<file path="src/logic/cob_pkg.sv">
// Purpose: constants for the charger option control bits block
// Assumes: register port carries the 8-bit command code and 16-bit word of the host bus
// Notes:   only bits 7..0 of the option register live here; bits 15..8 read as zero
package cob_pkg;

	// ----------------------------------------------------------------
	// register map
	// ----------------------------------------------------------------
	localparam logic [7:0]  COB_OFS_OPTION0       = 8'h12;
	localparam int          COB_WORD_W            = 16;
	localparam int          COB_FIELD_W           = 8;

	// ----------------------------------------------------------------
	// field positions
	// ----------------------------------------------------------------
	localparam int          COB_BIT_REG_EN        = 1;
	localparam int          COB_BIT_LINEAR        = 2;
	localparam int          COB_BIT_BAT_GAIN      = 3;
	localparam int          COB_BIT_IN_GAIN       = 4;
	localparam int          COB_BIT_LEARN         = 5;

	// ----------------------------------------------------------------
	// reset value of bits 7..0: linear, battery gain 16x, regulation on
	// ----------------------------------------------------------------
	localparam logic [7:0]  COB_RST_FIELD         = 8'h0E;

	// ----------------------------------------------------------------
	// amplifier ratios and pre-charge clamps
	// ----------------------------------------------------------------
	localparam logic [7:0]  COB_IN_GAIN_LO        = 8'h14;   // 20x
	localparam logic [7:0]  COB_IN_GAIN_HI        = 8'h28;   // 40x
	localparam logic [7:0]  COB_BAT_GAIN_LO       = 8'h08;   // 8x
	localparam logic [7:0]  COB_BAT_GAIN_HI       = 8'h10;   // 16x
	localparam logic [15:0] COB_CLAMP_MULTI_MA    = 16'h0180; // 384 mA, 2 to 4 cells
	localparam logic [15:0] COB_CLAMP_ONE_MA      = 16'h07D0; // 2000 mA, 1 cell

	// ----------------------------------------------------------------
	// system regulation reference
	// ----------------------------------------------------------------
	localparam logic        COB_SYSREF_MAX_CHARGE = 1'b0;
	localparam logic        COB_SYSREF_MIN_SYSTEM = 1'b1;

endpackage

</file>
<file path="src/logic/cob_pin_sync.sv">
// Purpose: three-flop synchroniser with agreement filter for the battery-present pin
// Assumes: pin is asynchronous to clock_in
// Notes:   filtered level changes only when the second and third stages agree
module cob_pin_sync (
	input  wire logic clock_in,
	input  wire logic reset_in,
	input  wire logic ce_in,
	input  wire logic pin_in,
	output logic      level_out,
	output logic      fall_out
);
	import cob_pkg::*;

	logic s1_ff;
	logic s2_ff;
	logic s3_ff;
	logic level_ff;
	logic nxt_level;

	always_comb begin
		nxt_level = level_ff;
		if (s2_ff == s3_ff) begin
			nxt_level = s3_ff;
		end
	end

	// pin reads as present (high) out of reset so no false falling edge is seen
	always_ff @(posedge clock_in) begin
		if (reset_in) begin
			s1_ff    <= 1'b1;
			s2_ff    <= 1'b1;
			s3_ff    <= 1'b1;
			level_ff <= 1'b1;
		end else if (ce_in) begin
			s1_ff    <= pin_in;
			s2_ff    <= s1_ff;
			s3_ff    <= s2_ff;
			level_ff <= nxt_level;
		end
	end

	assign level_out = level_ff;
	assign fall_out  = ce_in & level_ff & ~nxt_level;

endmodule // cob_pin_sync

</file>
<file path="src/logic/cob_option_ctrl.sv">
// Purpose: low control field of the first charger option register and its effects
// Assumes: host accesses arrive as one-cycle strobes with command code and word
// Notes:   hardware clears of learn and regulation enable win over a same-cycle host write
module cob_option_ctrl (
	input  wire logic                         clock_in,
	input  wire logic                         reset_in,
	input  wire logic                         ce_in,
	// register port
	input  wire logic [7:0]                   reg_addr_in,
	input  wire logic                         reg_wr_in,
	input  wire logic                         reg_rd_in,
	input  wire logic [cob_pkg::COB_WORD_W-1:0] reg_wdata_in,
	output logic      [cob_pkg::COB_WORD_W-1:0] reg_rdata_out,
	output logic                              reg_ack_out,
	// status of the charger
	input  wire logic                         battery_present_pin_in,
	input  wire logic                         auto_regulation_disable_in,
	input  wire logic                         regulation_auto_off_in,
	input  wire logic                         adapter_present_in,
	input  wire logic                         battery_below_min_sys_in,
	input  wire logic                         single_cell_in,
	input  wire logic [15:0]                  charge_current_setting_in,
	// controls to the analog loops
	output logic                              learn_mode_enable_out,
	output logic                              learn_discharge_out,
	output logic [7:0]                        input_monitor_gain_select_out,
	output logic [7:0]                        battery_monitor_gain_select_out,
	output logic                              linear_precharge_enable_out,
	output logic                              linear_precharge_active_out,
	output logic                              battery_switch_full_on_out,
	output logic                              system_reg_source_out,
	output logic [15:0]                       precharge_current_limit_out,
	output logic                              input_regulation_enable_out
);
	import cob_pkg::*;

	// ----------------------------------------------------------------
	// helpers
	// ----------------------------------------------------------------
	function automatic logic [7:0] pick_ratio(input logic sel, input logic [7:0] lo, input logic [7:0] hi);
		pick_ratio = sel ? hi : lo;
	endfunction

	function automatic logic [15:0] clamp_to(input logic [15:0] val, input logic [15:0] lim);
		clamp_to = (val > lim) ? lim : val;
	endfunction

	// ----------------------------------------------------------------
	// battery-present pin
	// ----------------------------------------------------------------
	logic bat_level;
	logic bat_fall;

	cob_pin_sync u_bat_sync (
		.clock_in  (clock_in),
		.reset_in  (reset_in),
		.ce_in     (ce_in),
		.pin_in    (battery_present_pin_in),
		.level_out (bat_level),
		.fall_out  (bat_fall)
	);

	// ----------------------------------------------------------------
	// register field
	// ----------------------------------------------------------------
	logic [7:0]  field_ff;
	logic [7:0]  nxt_field;
	logic        hit;

	// only one command code is mapped; other codes are acknowledged and ignored
	assign hit = (reg_addr_in == COB_OFS_OPTION0);

	always_comb begin
		nxt_field = field_ff;
		if (reg_wr_in && hit) begin
			nxt_field = reg_wdata_in[COB_FIELD_W-1:0];
		end
		// hardware clears come after the host write so a same-cycle clear wins
		if (!bat_level) begin
			nxt_field[COB_BIT_LEARN] = 1'b0;
		end
		if (regulation_auto_off_in) begin
			nxt_field[COB_BIT_REG_EN] = 1'b0;
		end
		// edge based, so the host may re-enable while the pin stays low
		if (auto_regulation_disable_in && bat_fall) begin
			nxt_field[COB_BIT_REG_EN] = 1'b0;
		end
	end

	always_ff @(posedge clock_in) begin
		if (reset_in) begin
			field_ff <= COB_RST_FIELD;
		end else if (ce_in) begin
			field_ff <= nxt_field;
		end
	end

	// ----------------------------------------------------------------
	// read answer
	// ----------------------------------------------------------------
	logic [COB_WORD_W-1:0] rdata_ff;
	logic [COB_WORD_W-1:0] nxt_rdata;
	logic                  ack_ff;
	logic                  nxt_ack;

	always_comb begin
		nxt_rdata = rdata_ff;
		nxt_ack   = reg_wr_in | reg_rd_in;
		if (reg_rd_in) begin
			// unmapped codes read as zero
			nxt_rdata = hit ? {8'h00, field_ff} : '0;
		end
	end

	always_ff @(posedge clock_in) begin
		if (reset_in) begin
			rdata_ff <= '0;
			ack_ff   <= 1'b0;
		end else if (ce_in) begin
			rdata_ff <= nxt_rdata;
			ack_ff   <= nxt_ack;
		end
	end

	assign reg_rdata_out = rdata_ff;
	assign reg_ack_out   = ack_ff;

	// ----------------------------------------------------------------
	// learn discharge path
	// ----------------------------------------------------------------
	logic        learn_ff;
	logic        nxt_learn;

	// discharge only matters with the adapter in; without it the battery feeds the system anyway
	always_comb begin
		nxt_learn = field_ff[COB_BIT_LEARN] & adapter_present_in;
	end

	always_ff @(posedge clock_in) begin
		if (reset_in) begin
			learn_ff <= 1'b0;
		end else if (ce_in) begin
			learn_ff <= nxt_learn;
		end
	end

	// ----------------------------------------------------------------
	// monitor amplifier ratios
	// ----------------------------------------------------------------
	logic [7:0]  in_gain_ff;
	logic [7:0]  nxt_in_gain;
	logic [7:0]  bat_gain_ff;
	logic [7:0]  nxt_bat_gain;

	// ratios go out as plain multipliers for the analog trim
	always_comb begin
		nxt_in_gain  = pick_ratio(field_ff[COB_BIT_IN_GAIN], COB_IN_GAIN_LO, COB_IN_GAIN_HI);
		nxt_bat_gain = pick_ratio(field_ff[COB_BIT_BAT_GAIN], COB_BAT_GAIN_LO, COB_BAT_GAIN_HI);
	end

	always_ff @(posedge clock_in) begin
		if (reset_in) begin
			in_gain_ff  <= COB_IN_GAIN_LO;
			bat_gain_ff <= COB_BAT_GAIN_HI;
		end else if (ce_in) begin
			in_gain_ff  <= nxt_in_gain;
			bat_gain_ff <= nxt_bat_gain;
		end
	end

	// ----------------------------------------------------------------
	// pre-charge and system regulation source
	// ----------------------------------------------------------------
	logic        lin_act_ff;
	logic        nxt_lin_act;
	logic        sw_on_ff;
	logic        nxt_sw_on;
	logic        sysref_ff;
	logic        nxt_sysref;
	logic [15:0] pre_lim_ff;
	logic [15:0] nxt_pre_lim;

	// with linear mode off the pack resistance sets pre-charge current, so no limit is driven
	always_comb begin
		nxt_lin_act  = field_ff[COB_BIT_LINEAR] & battery_below_min_sys_in;
		nxt_sw_on    = ~field_ff[COB_BIT_LINEAR];
		nxt_sysref   = COB_SYSREF_MAX_CHARGE;
		nxt_pre_lim  = '0;
		if (field_ff[COB_BIT_LINEAR]) begin
			nxt_sysref = COB_SYSREF_MIN_SYSTEM;
			nxt_pre_lim = clamp_to(charge_current_setting_in,
				single_cell_in ? COB_CLAMP_ONE_MA : COB_CLAMP_MULTI_MA);
		end
	end

	always_ff @(posedge clock_in) begin
		if (reset_in) begin
			lin_act_ff  <= 1'b0;
			sw_on_ff    <= 1'b0;
			sysref_ff   <= COB_SYSREF_MIN_SYSTEM;
			pre_lim_ff  <= '0;
		end else if (ce_in) begin
			lin_act_ff  <= nxt_lin_act;
			sw_on_ff    <= nxt_sw_on;
			sysref_ff   <= nxt_sysref;
			pre_lim_ff  <= nxt_pre_lim;
		end
	end

	assign learn_mode_enable_out           = field_ff[COB_BIT_LEARN];
	assign learn_discharge_out             = learn_ff;
	assign input_monitor_gain_select_out   = in_gain_ff;
	assign battery_monitor_gain_select_out = bat_gain_ff;
	assign linear_precharge_enable_out     = field_ff[COB_BIT_LINEAR];
	assign linear_precharge_active_out     = lin_act_ff;
	assign battery_switch_full_on_out      = sw_on_ff;
	assign system_reg_source_out           = sysref_ff;
	assign precharge_current_limit_out     = pre_lim_ff;
	assign input_regulation_enable_out     = field_ff[COB_BIT_REG_EN];

endmodule // cob_option_ctrl

</file>
<file path="config.mk">
export PLATFORM = sky130hd
export DESIGN_NAME = cob_option_ctrl
export DESIGN_NICKNAME = d
export VERILOG_FILES = /design/src/logic/cob_pkg.sv /design/src/logic/cob_pin_sync.sv /design/src/logic/cob_option_ctrl.sv
export SDC_FILE = /design/constraint.sdc
export NUM_CORES = 1
export LEC_CHECK = 0
export BUFFER_PORTS_ARGS = -buffer_cell sky130_fd_sc_hd__buf_2
export CORE_MARGIN = 5
export CORE_UTILIZATION = 47
export CTS_CLUSTER_SIZE = 28
export DETAILED_ROUTE_END_ITERATION = 10
export PLACE_DENSITY = 0.84
export SYNTH_ARGS = -nofsm -noshare
export SYNTH_HDL_FRONTEND = slang
export SYNTH_HIERARCHICAL = 1
export SYNTH_SLANG_ARGS = --single-unit
export TNS_END_PERCENT = 50
</file>
<file path="constraint.sdc">
create_clock -name clock_in -period 2.75 [get_ports clock_in]
set_clock_uncertainty 0.05 [all_clocks]
set_input_delay 0.1375 -clock clock_in [delete_from_list [all_inputs] [get_ports clock_in]]
set_output_delay 0.1375 -clock clock_in [all_outputs]
set_load 0.01 [all_outputs]
</file>
==> results.json, run 1 <==
{
  "run_status": "complete, no violations",
  "crit_type": "in2reg",
  "hold_path.class": "in2reg",
  "grt_pass1_wl_mm": 6.96,
  "hold_path_depth": 2,
  "wl_per_cell_um": 12.7,
  "grt_max_degree": 32,
  "finalSetupViolations": 0,
  "nets": 338,
  "async_flop_share_pct": 0,
  "yosys.area.top_type": "dfxtp_1",
  "power_density_mw_per_mm2": 512,
  "cp-start-kind": "primary input",
  "routed_via_density": 4.83,
  "drt-total-wl_mm": 4.26,
  "yosysTopAreaCellShare_pct": 46.7,
  "clk_transition_reported_paths_ns": 0.08,
  "grt_usage_pct": 16.1,
  "die_area_mm2": 0.00549,
  "max_freq_mhz": 688,
  "slew_headroom_pct": 64.5,
  "ys_top_cells_by_area": "dfxtp_1, buf_4, nor2_1",
  "num-fill-cells": 361,
  "seq_area_um2": 901,
  "clkPwrFrac_pct": 35.4,
  "synth_ff_type": "dfxtp_1",
  "post-route-drc-count": 0,
  "cts_buffers": 5,
  "ios": 107,
  "die_x_um": 74.1,
  "htree_levels": 2,
  "syn_area_per_cell_um2": 9.65,
  "place_congestion": 0.873,
  "drive_above_1_share_pct": 36.3,
  "hpwlAfterDp_mm": 3.37,
  "antenna_found_initial": 0,
  "dpl-instance-area_mm2": 0.00230,
  "fin_crit_ns": 1.45,
  "clockBufferDepth": 2,
  "cts_setup_buffers": 0,
  "final_hold_viol_count": 0,
  "synth-edff-count": 0,
  "multi_input_area_um2": 906,
  "postSynthCellCount": 200,
  "required_ns": 2.94,
  "power_frac_seq_pct": 54.2,
  "dieHeight_um": 74.1,
  "sw_frac_of_total_pct": 23.7,
  "numPortBuffers": 80,
  "max_cap_violations": 0,
  "drt_iter0_drc": 37,
  "tightest_slew_ns": 0.533,
  "area_growth_pct": 25.7,
  "cp-end-kind": "flop",
  "ys_ff_latch": 45,
  "fin_crit_sh_pct": 52.9,
  "ff2ff_path_depth": 4,
  "crit_arrival_ns": 1.64,
  "clk_latency_ns": 0.29,
  "diodes": 0,
  "cts_tree": "built",
  "p_int_mw": 0.947,
  "synth.yosys.seq_area_share_pct": 46.7,
  "rows": 23,
  "drv_slew": 0,
  "clock-sinks": 45,
  "finalInstanceArea_mm2": 0.00243,
  "tns_ns": 0,
  "p_leak_nw": 1.15,
  "via_count": 1612,
  "core_region_area_mm2": 0.00400,
  "start_util_pct": 48.3,
  "ys_warn_count": 6,
  "rsz0062_at_grt": "false",
  "hold_slack_ns": 0.0261,
  "p_switching_mw": 0.295,
  "yosysUniqueCellTypes": 39,
  "overflow": 0,
  "drt_first_pass_iters": 4,
  "crit_fanout": 5,
  "clock_tree.root_cell": "clkbuf_8",
  "pwr-share-comb_pct": 10.4,
  "ant_nets": 0,
  "netlist_area_mm2": 0.00193,
  "grt_pass1_vias": 1581,
  "vdd_drop_max_v": 0.000332
}
==> final timing paths <==
check / startpoint / end / slack (ns)
setup / recovery: single_cell_in / precharge_current_limit_out[1]$_SDFFE_PP0P_ / 1.30
hold / removal: charge_current_setting_in[2] / precharge_current_limit_out[2]$_SDFFE_PP0P_ / 0.03
setup reg to reg: field_ff[2]$_SDFFE_PP1P_ / precharge_current_limit_out[1]$_SDFFE_PP0P_ / 1.35
hold reg to reg: battery_monitor_gain_select_out[3]$_SDFFE_PP0P_ / battery_monitor_gain_select_out[3]$_SDFFE_PP0P_ / 0.40
==> per-layer routing <==
layer / part of all wire, % / wire, um / track usage (%)
met4: 0.80 / 34 / 4.83
met1: 41 / 1760 / 18.2
met5: 0 / 0 / 0
met3: 6.3 / 270 / 4.46
met2: 52 / 2200 / 29.3
==> what timing repair did <==
item | in CTS | in global routing
setup endpoints to repair | 0 | 0
resized for setup | 0 | 0
hold buffers | 3 | 0
endpoints found under the hold margin | 3 | 0
==> metrics by stage <==
step	utilization [%]	power [mW]	cells	setup WS (ns)
floorplan	-	0.773	217	1.27
global placement	57.4	0.812	323	1.04
detailed placement	57.4	0.816	323	0.985
CTS	60.7	1.25	334	1.29
global route	60.7	1.30	334	1.19
finish	60.7	1.24	334	1.30
==> cells in the final DEF, fill, tap and decap left out, drive strengths merged <==
cell         Yosys  routed
a22o             5       5
conb             1      18
nor3b            1       1
o21a             1       1
nor2b            4       4
and2             6       6
nor2            23      23
nand4            2       2
buf             20      81
a21oi           14      14
nand2           19      19
nor4b            3       3
clkbuf           5       7
a211o            4       4
o311ai           1       1
dlygate4sd3      0       3
a211oi           2       2
o211ai           4       4
a22oi            8       8
or2              1       1
nor3             1       1
clkinv           0       1
and4b            1       1
o21bai           2       2
and3             1       1
inv              5       5
dfxtp           45      45
nand3            2       2
nor4             1       1
ha               4       4
nand2b           3       3
o21ai            5       5
mux2i            6       6
==> cell type report <==
type	count	share of cell area [%]
Multi-Input combinational cell	142	37.3
Sequential cell	45	37.1
Timing Repair Buffer	84	18.0
Clock buffer	7	3.97
Tap cell	50	2.58
Inverter	5	0.773
Clock inverter	1	0.206
==> power by group through the flow <==
stage	Combinational, mW	Sequential (mW)	Clock, mW
CTS	0.130	0.674	0.450
floorplan	0.0793	0.694	0
detailed placement	0.127	0.689	0
finish	0.129	0.674	0.439
global route	0.145	0.676	0.481
global placement	0.123	0.688	0
==> cell families after synthesis <==
logic type / Yosys count / synth area share (%)
other cells: 1 / 0.194
mux: 6 / 3.11
simple gates: 68 / 20.8
fa+ha+maj: 4 / 2.59
buf+inv: 30 / 9.72
flops: 45 / 46.7
compound gates: 46 / 16.9
==> worst max-delay path, cell delays in order <==
cell and delay (ns):
buf_2 0.11, inv_1 0.07, ha_1 0.36, a211oi_1 0.30, o211ai_2 0.21, a21oi_2 0.29
a22o_1 0.17
==> flip-flops by register name (all words and copies together) (netlist names), 2 cells and up <==
name	flops
reg_rdata_out	8
input_monitor_gain_select_out	2
field_ff	8
battery_monitor_gain_select_out	2
precharge_current_limit_out	16
==> Yosys cell counts, types with 2 or more instances <==
library cell	n
dfxtp_1	45
o211ai_1	3
a21oi_1	13
nand2_1	19
o21bai_1	2
a22o_1	5
buf_4	20
and2_1	5
a22oi_1	8
o21ai_0	5
ha_1	4
nor4b_2	2
inv_1	5
a211o_1	4
clkbuf_1	5
nor2b_1	4
nand2b_1	2
mux2i_1	6
nand3_1	2
a211oi_1	2
nor2_1	21
(Power assumes the default switching activity.)
==> run 2: changes to the inputs <==
--- a/config.mk
+++ b/config.mk
@@ -7,10 +7,10 @@
 export LEC_CHECK = 0
 export BUFFER_PORTS_ARGS = -buffer_cell sky130_fd_sc_hd__buf_2
 export CORE_MARGIN = 5
-export CORE_UTILIZATION = 47
+export CORE_UTILIZATION = 44
 export CTS_CLUSTER_SIZE = 28
 export DETAILED_ROUTE_END_ITERATION = 10
-export PLACE_DENSITY = 0.84
+export PLACE_DENSITY = 0.79
 export SYNTH_ARGS = -nofsm -noshare
 export SYNTH_HDL_FRONTEND = slang
 export SYNTH_HIERARCHICAL = 1
==> constraint.sdc (replaced) <==
create_clock -name clock_in -period 1.5 [get_ports clock_in]
set_clock_uncertainty 0.05 [all_clocks]
set_input_delay 0.075 -clock clock_in [delete_from_list [all_inputs] [get_ports clock_in]]
set_output_delay 0.075 -clock clock_in [all_outputs]
set_load 0.01 [all_outputs]
==> run 2 against run 1 <==
Combinational power increased by 120%. Core utilization increased by 0.13 points. Via count increased by 6.4%. Die area increased by 5.9%. Largest cell class unchanged. Highest routed layer unchanged.
==> results.json, run 2 (synthesis results as in run 1) <==
{
  "grt_max_degree": 29,
  "start_util_pct": 45.0,
  "wl_per_cell_um": 13.4,
  "dpl-instance-area_mm2": 0.00235,
  "overflow": 0,
  "hold_path.class": "in2reg",
  "core_region_area_mm2": 0.00429,
  "antenna_found_initial": 0,
  "drt_first_pass_iters": 4,
  "rsz0062_at_grt": "true",
  "fin_crit_sh_pct": 96.1,
  "cp-start-kind": "primary input",
  "drt_iter0_drc": 69,
  "crit_type": "in2reg",
  "hold_path_depth": 3,
  "grt_usage_pct": 16.3,
  "final_util_pct": 60.8,
  "required_ns": 1.65,
  "routed_via_density": 4.86,
  "clk_latency_ns": 0.29,
  "ff2ff_path_depth": 4,
  "clock_tree.root_cell": "clkbuf_8",
  "place_congestion": 0.787,
  "fin_crit_ns": 1.44,
  "hpwlAfterDp_mm": 3.51,
  "final_common_cell": "buf_2",
  "die_x_um": 76.2,
  "largest_register_ffs": 16,
  "die_area_mm2": 0.00581,
  "cp-end-kind": "flop",
  "clock-sinks": 45,
  "ios": 107,
  "rows": 24,
  "dieHeight_um": 76.2,
  "crit_arrival_ns": 1.59,
  "finalSetupViolations": 0,
  "via_count": 1715,
  "ant_nets": 0,
  "drive_above_1_share_pct": 36.2,
  "grt_pass1_wl_mm": 8.00,
  "slew_headroom_pct": 34.1,
  "grt_pass1_vias": 1733,
  "cts_buffers": 5,
  "power_density_mw_per_mm2": 862,
  "p_leak_nw": 1.22,
  "numPortBuffers": 80,
  "nets": 356,
  "drt-total-wl_mm": 4.72,
  "drv_slew": 0,
  "vdd_drop_max_v": 0.000494,
  "final_hold_viol_count": 0,
  "final_cell_mix": "buf_2, dfxtp_1, nor2_1",
  "post-route-drc-count": 0,
  "pre_cts_ws_ns": -0.168,
  "clockBufferDepth": 2,
  "clk_transition_reported_paths_ns": 0.08,
  "tightest_slew_ns": 0.985,
  "total_power_mw": 2.25,
  "max_freq_mhz": 694,
  "cts_tree": "built",
  "max_cap_violations": 0,
  "finalInstanceArea_mm2": 0.00261,
  "diodes": 0,
  "setup_slack_ns": 0.0581,
  "crit_fanout": 5,
  "area_growth_pct": 35.3,
  "run_status": "complete, no violations",
  "htree_levels": 2
}
## run 2: path summary, 6_finish.rpt
check	start	end	slack [ns]
worst max-delay path	charge_current_setting_in[5]	precharge_current_limit_out[4]$_SDFFE_PP0P_	0.06
worst min-delay path	charge_current_setting_in[10]	precharge_current_limit_out[10]$_SDFFE_PP0P_	0.01
worst max register to register	field_ff[2]$_SDFFE_PP1P_	precharge_current_limit_out[3]$_SDFFE_PP0P_	0.28
worst min register to register	battery_monitor_gain_select_out[3]$_SDFFE_PP0P_	battery_monitor_gain_select_out[3]$_SDFFE_PP0P_	0.40
## run 2: routing by layer
metal / vias to the layer above / track usage (%) / share of wire (%)
met3: 9 / 6.50 / 8.1
met2: 64 / 29.5 / 52
met5: - / 0 / 0
met4: 0 / 4.20 / 1.4
li1: 858 / - / -
met1: 784 / 17.6 / 38
## run 2: area by class of cell
| class | count | area, um^2 |
|---|---|---|
| multi-input cells | 142 | 932 |
| fillers | 387 | 1680 |
| flip-flops and latches | 45 | 901 |
| well taps | 52 | 65.1 |
| repair buffers | 102 | 608 |
| inverters | 5 | 18.8 |
| clock buffers | 7 | 86.3 |
## run 2: per-stage QoR
| stage | hold slack [ns] | cells | TNS, ns |
|---|---|---|---|
| global route | 0.00868 | 353 | -0.0211 |
| finish | 0.0121 | 353 | 0 |
| floorplan | 0.124 | 217 | 0 |
| CTS | 0.00342 | 354 | 0 |
| global placement | 0.231 | 332 | -0.522 |
| detailed placement | 0.237 | 332 | -1.27 |
## run 2: what timing repair did
action                     in CTS  in global routing
setup endpoints to repair       0                 10
buffers inserted                0                  1
gates resized for setup         0                  5
hold buffers                   15                  0
hold endpoints to repair       15                  0
## run 2: power by group
group / internal (mW) / switching [mW]
sequential: 1.22 / 0.0146
combinational: 0.130 / 0.153
clock: 0.366 / 0.367
total: 1.72 / 0.535
## run 2: worst max-delay path, cell delays in order
cell and delay (ns):
dlygate4sd3_1 0.53, buf_2 0.14, nor2_1 0.10, and3_4 0.20, nand4_4 0.14, and2_4 0.22
o311ai_2 0.19
==> run 3: changes to the inputs <==
--- a/config.mk
+++ b/config.mk
@@ -6,11 +6,13 @@
 export NUM_CORES = 1
 export LEC_CHECK = 0
 export BUFFER_PORTS_ARGS = -buffer_cell sky130_fd_sc_hd__buf_2
+export CELL_PAD_IN_SITES_DETAIL_PLACEMENT = 1
+export CELL_PAD_IN_SITES_GLOBAL_PLACEMENT = 2
 export CORE_MARGIN = 5
-export CORE_UTILIZATION = 44
+export CORE_UTILIZATION = 24
 export CTS_CLUSTER_SIZE = 28
 export DETAILED_ROUTE_END_ITERATION = 10
-export PLACE_DENSITY = 0.79
+export PLACE_DENSITY_LB_ADDON = 0.1
 export SYNTH_ARGS = -nofsm -noshare
 export SYNTH_HDL_FRONTEND = slang
 export SYNTH_HIERARCHICAL = 1
==> run 3 against run 2 <==
Total power increased by 2.3%. Worst setup slack better by 0.027 ns. Sequential cell count did not move. Cell area rose by 4.3%. Register-to-register slack worse by 0.02 ns. Critical path depth did not move. Critical endpoint unchanged.
==> results.json, run 3 (synthesis results as in run 1) <==
{
  "grt_pass1_vias": 1784,
  "cp-start-kind": "primary input",
  "crit_chain": "dlygate4sd3_1, buf_2, nor2_1, and3_2, nand4_4, and2_4, o311ai_2",
  "num-fill-cells": 953,
  "area_growth_pct": 41.0,
  "numPortBuffers": 80,
  "grt_pass1_wl_mm": 8.65,
  "placedCellCount": 386,
  "nets": 364,
  "final_cell_mix": "buf_2, dfxtp_1, nor2_1",
  "final_common_cell": "buf_2",
  "clock-sinks": 45,
  "drive_above_1_share_pct": 36.8,
  "slew_headroom_pct": 34.6,
  "vdd_drop_max_v": 0.000243,
  "drt-total-wl_mm": 5.46,
  "cpPeakStageDelay_ns": 0.53,
  "max_freq_mhz": 707,
  "rsz0062_at_grt": "true",
  "fin_crit_sh_pct": 94.3,
  "tightest_slew_ns": 0.978,
  "hpwlAfterDp_mm": 4.35,
  "cts_tree": "built",
  "crit_slowest_cell": "dlygate4sd3_1",
  "largest_register_ffs": 16,
  "multi_input_area_um2": 913,
  "cts_buffers": 5,
  "crit_fanout": 5,
  "post-route-drc-count": 0,
  "grt_usage_pct": 10.9,
  "wl_per_cell_um": 13.3,
  "cts_setup_buffers": 0,
  "antenna_found_initial": 0,
  "crit_arrival_ns": 1.58,
  "core_region_area_mm2": 0.00777,
  "run_status": "complete, no violations",
  "die_x_um": 99.7,
  "max_cap_violations": 0,
  "via_count": 1764,
  "tns_ns": 0,
  "seq_area_um2": 901,
  "drt_iter0_drc": 18,
  "required_ns": 1.66,
  "overflow": 0,
  "hold_path.class": "in2reg",
  "drv_slew": 0,
  "power_density_mw_per_mm2": 846,
  "total_power_mw": 2.30,
  "place_congestion": 0.672,
  "finalSetupViolations": 0,
  "final_hold_viol_count": 0,
  "clk_latency_ns": 0.30,
  "fin_crit_ns": 1.41,
  "htree_levels": 2,
  "rows": 32,
  "ios": 107,
  "die_area_mm2": 0.00994,
  "ant_nets": 0,
  "cp-end-kind": "flop",
  "clockBufferDepth": 2,
  "r2r_setup_slack_ns": 0.26,
  "grt_max_degree": 28,
  "clock_tree.root_cell": "clkbuf_8",
  "crit_type": "in2reg",
  "drt_first_pass_iters": 4,
  "p_leak_nw": 1.26,
  "fin_cells": 412,
  "diodes": 0,
  "clk_transition_reported_paths_ns": 0.09,
  "start_util_pct": 24.9,
  "dieHeight_um": 99.7,
  "routed_via_density": 4.28
}
-- run 3: cell types whose count changed in the layout (fill, tap and decap cells not counted), sizes merged --
| cell | previous run | this run |
|---|---|---|
| clkinv | 0 | 3 |
| buf | 87 | 92 |
| clkbuf | 7 | 5 |
| dlygate4sd3 | 15 | 18 |
-- run 3: report_power, final --
group          leakage, nW  internal (mW)  switching [mW]  total, mW
registers            0.366           1.22          0.0155       1.24
logic                0.849          0.142           0.151      0.294
clock network       0.0481          0.331           0.441      0.772
total                 1.26           1.69           0.608       2.30
-- run 3: area by class of cell --
| cell class | count | share of cell area [%] |
|---|---|---|
| Clock inverter | 3 | 0.827 |
| Clock buffer | 5 | 2.53 |
| Tap cell | 102 | 4.69 |
| Sequential cell | 45 | 33.1 |
| Timing Repair Buffer | 110 | 24.6 |
| Multi-Input combinational cell | 142 | 33.5 |
| Inverter | 5 | 0.689 |
-- run 3: per-layer routing --
layer,GRT usage (%),vias up,routed length (um)
met2,17.5,56,2520
met4,3.47,0,72
li1,-,877,-
met3,3.58,8,419
met5,0,-,0
met1,13.8,823,2450
-- run 3: metrics by stage --
step	worst slack (ns)	hold slack, ns	utilization, %	instance area, um^2
2_1_floorplan	0.0836	0.124	-	1990
3_3_place_gp	-0.191	0.235	31.5	2440
3_5_place_dp	-0.221	0.235	31.5	2440
4_1_cts	0.0581	0.0120	35.0	2720
5_1_grt	-0.0170	0.0356	35.1	2720
6_report	0.0854	0.0121	35.1	2720
-- run 3: path summary, 6_finish.rpt --
check	endpoint	start	depth (start not counted)
worst max-delay path	precharge_current_limit_out[4]$_SDFFE_PP0P_	charge_current_setting_in[0]	7
worst min register to register	battery_monitor_gain_select_out[4]$_SDFFE_PP1P_	battery_monitor_gain_select_out[4]$_SDFFE_PP1P_	2
worst min-delay path	precharge_current_limit_out[7]$_SDFFE_PP0P_	charge_current_setting_in[7]	3
worst max register to register	precharge_current_limit_out[0]$_SDFFE_PP0P_	field_ff[2]$_SDFFE_PP1P_	4
-- run 3: timing repair --
action / in CTS / in global routing
hold endpoints to repair: 18 / 0
hold buffers: 18 / 0
gates resized for setup: 0 / 1
endpoints found under the setup margin: 0 / 5
-- run 3: critical path, delay by kind of cell --
| kind | cells | cell delay, ns |
|---|---|---|
| simple gates | 4 | 0.64 |
| compound gates | 1 | 0.20 |
| buf+inv | 2 | 0.66 |
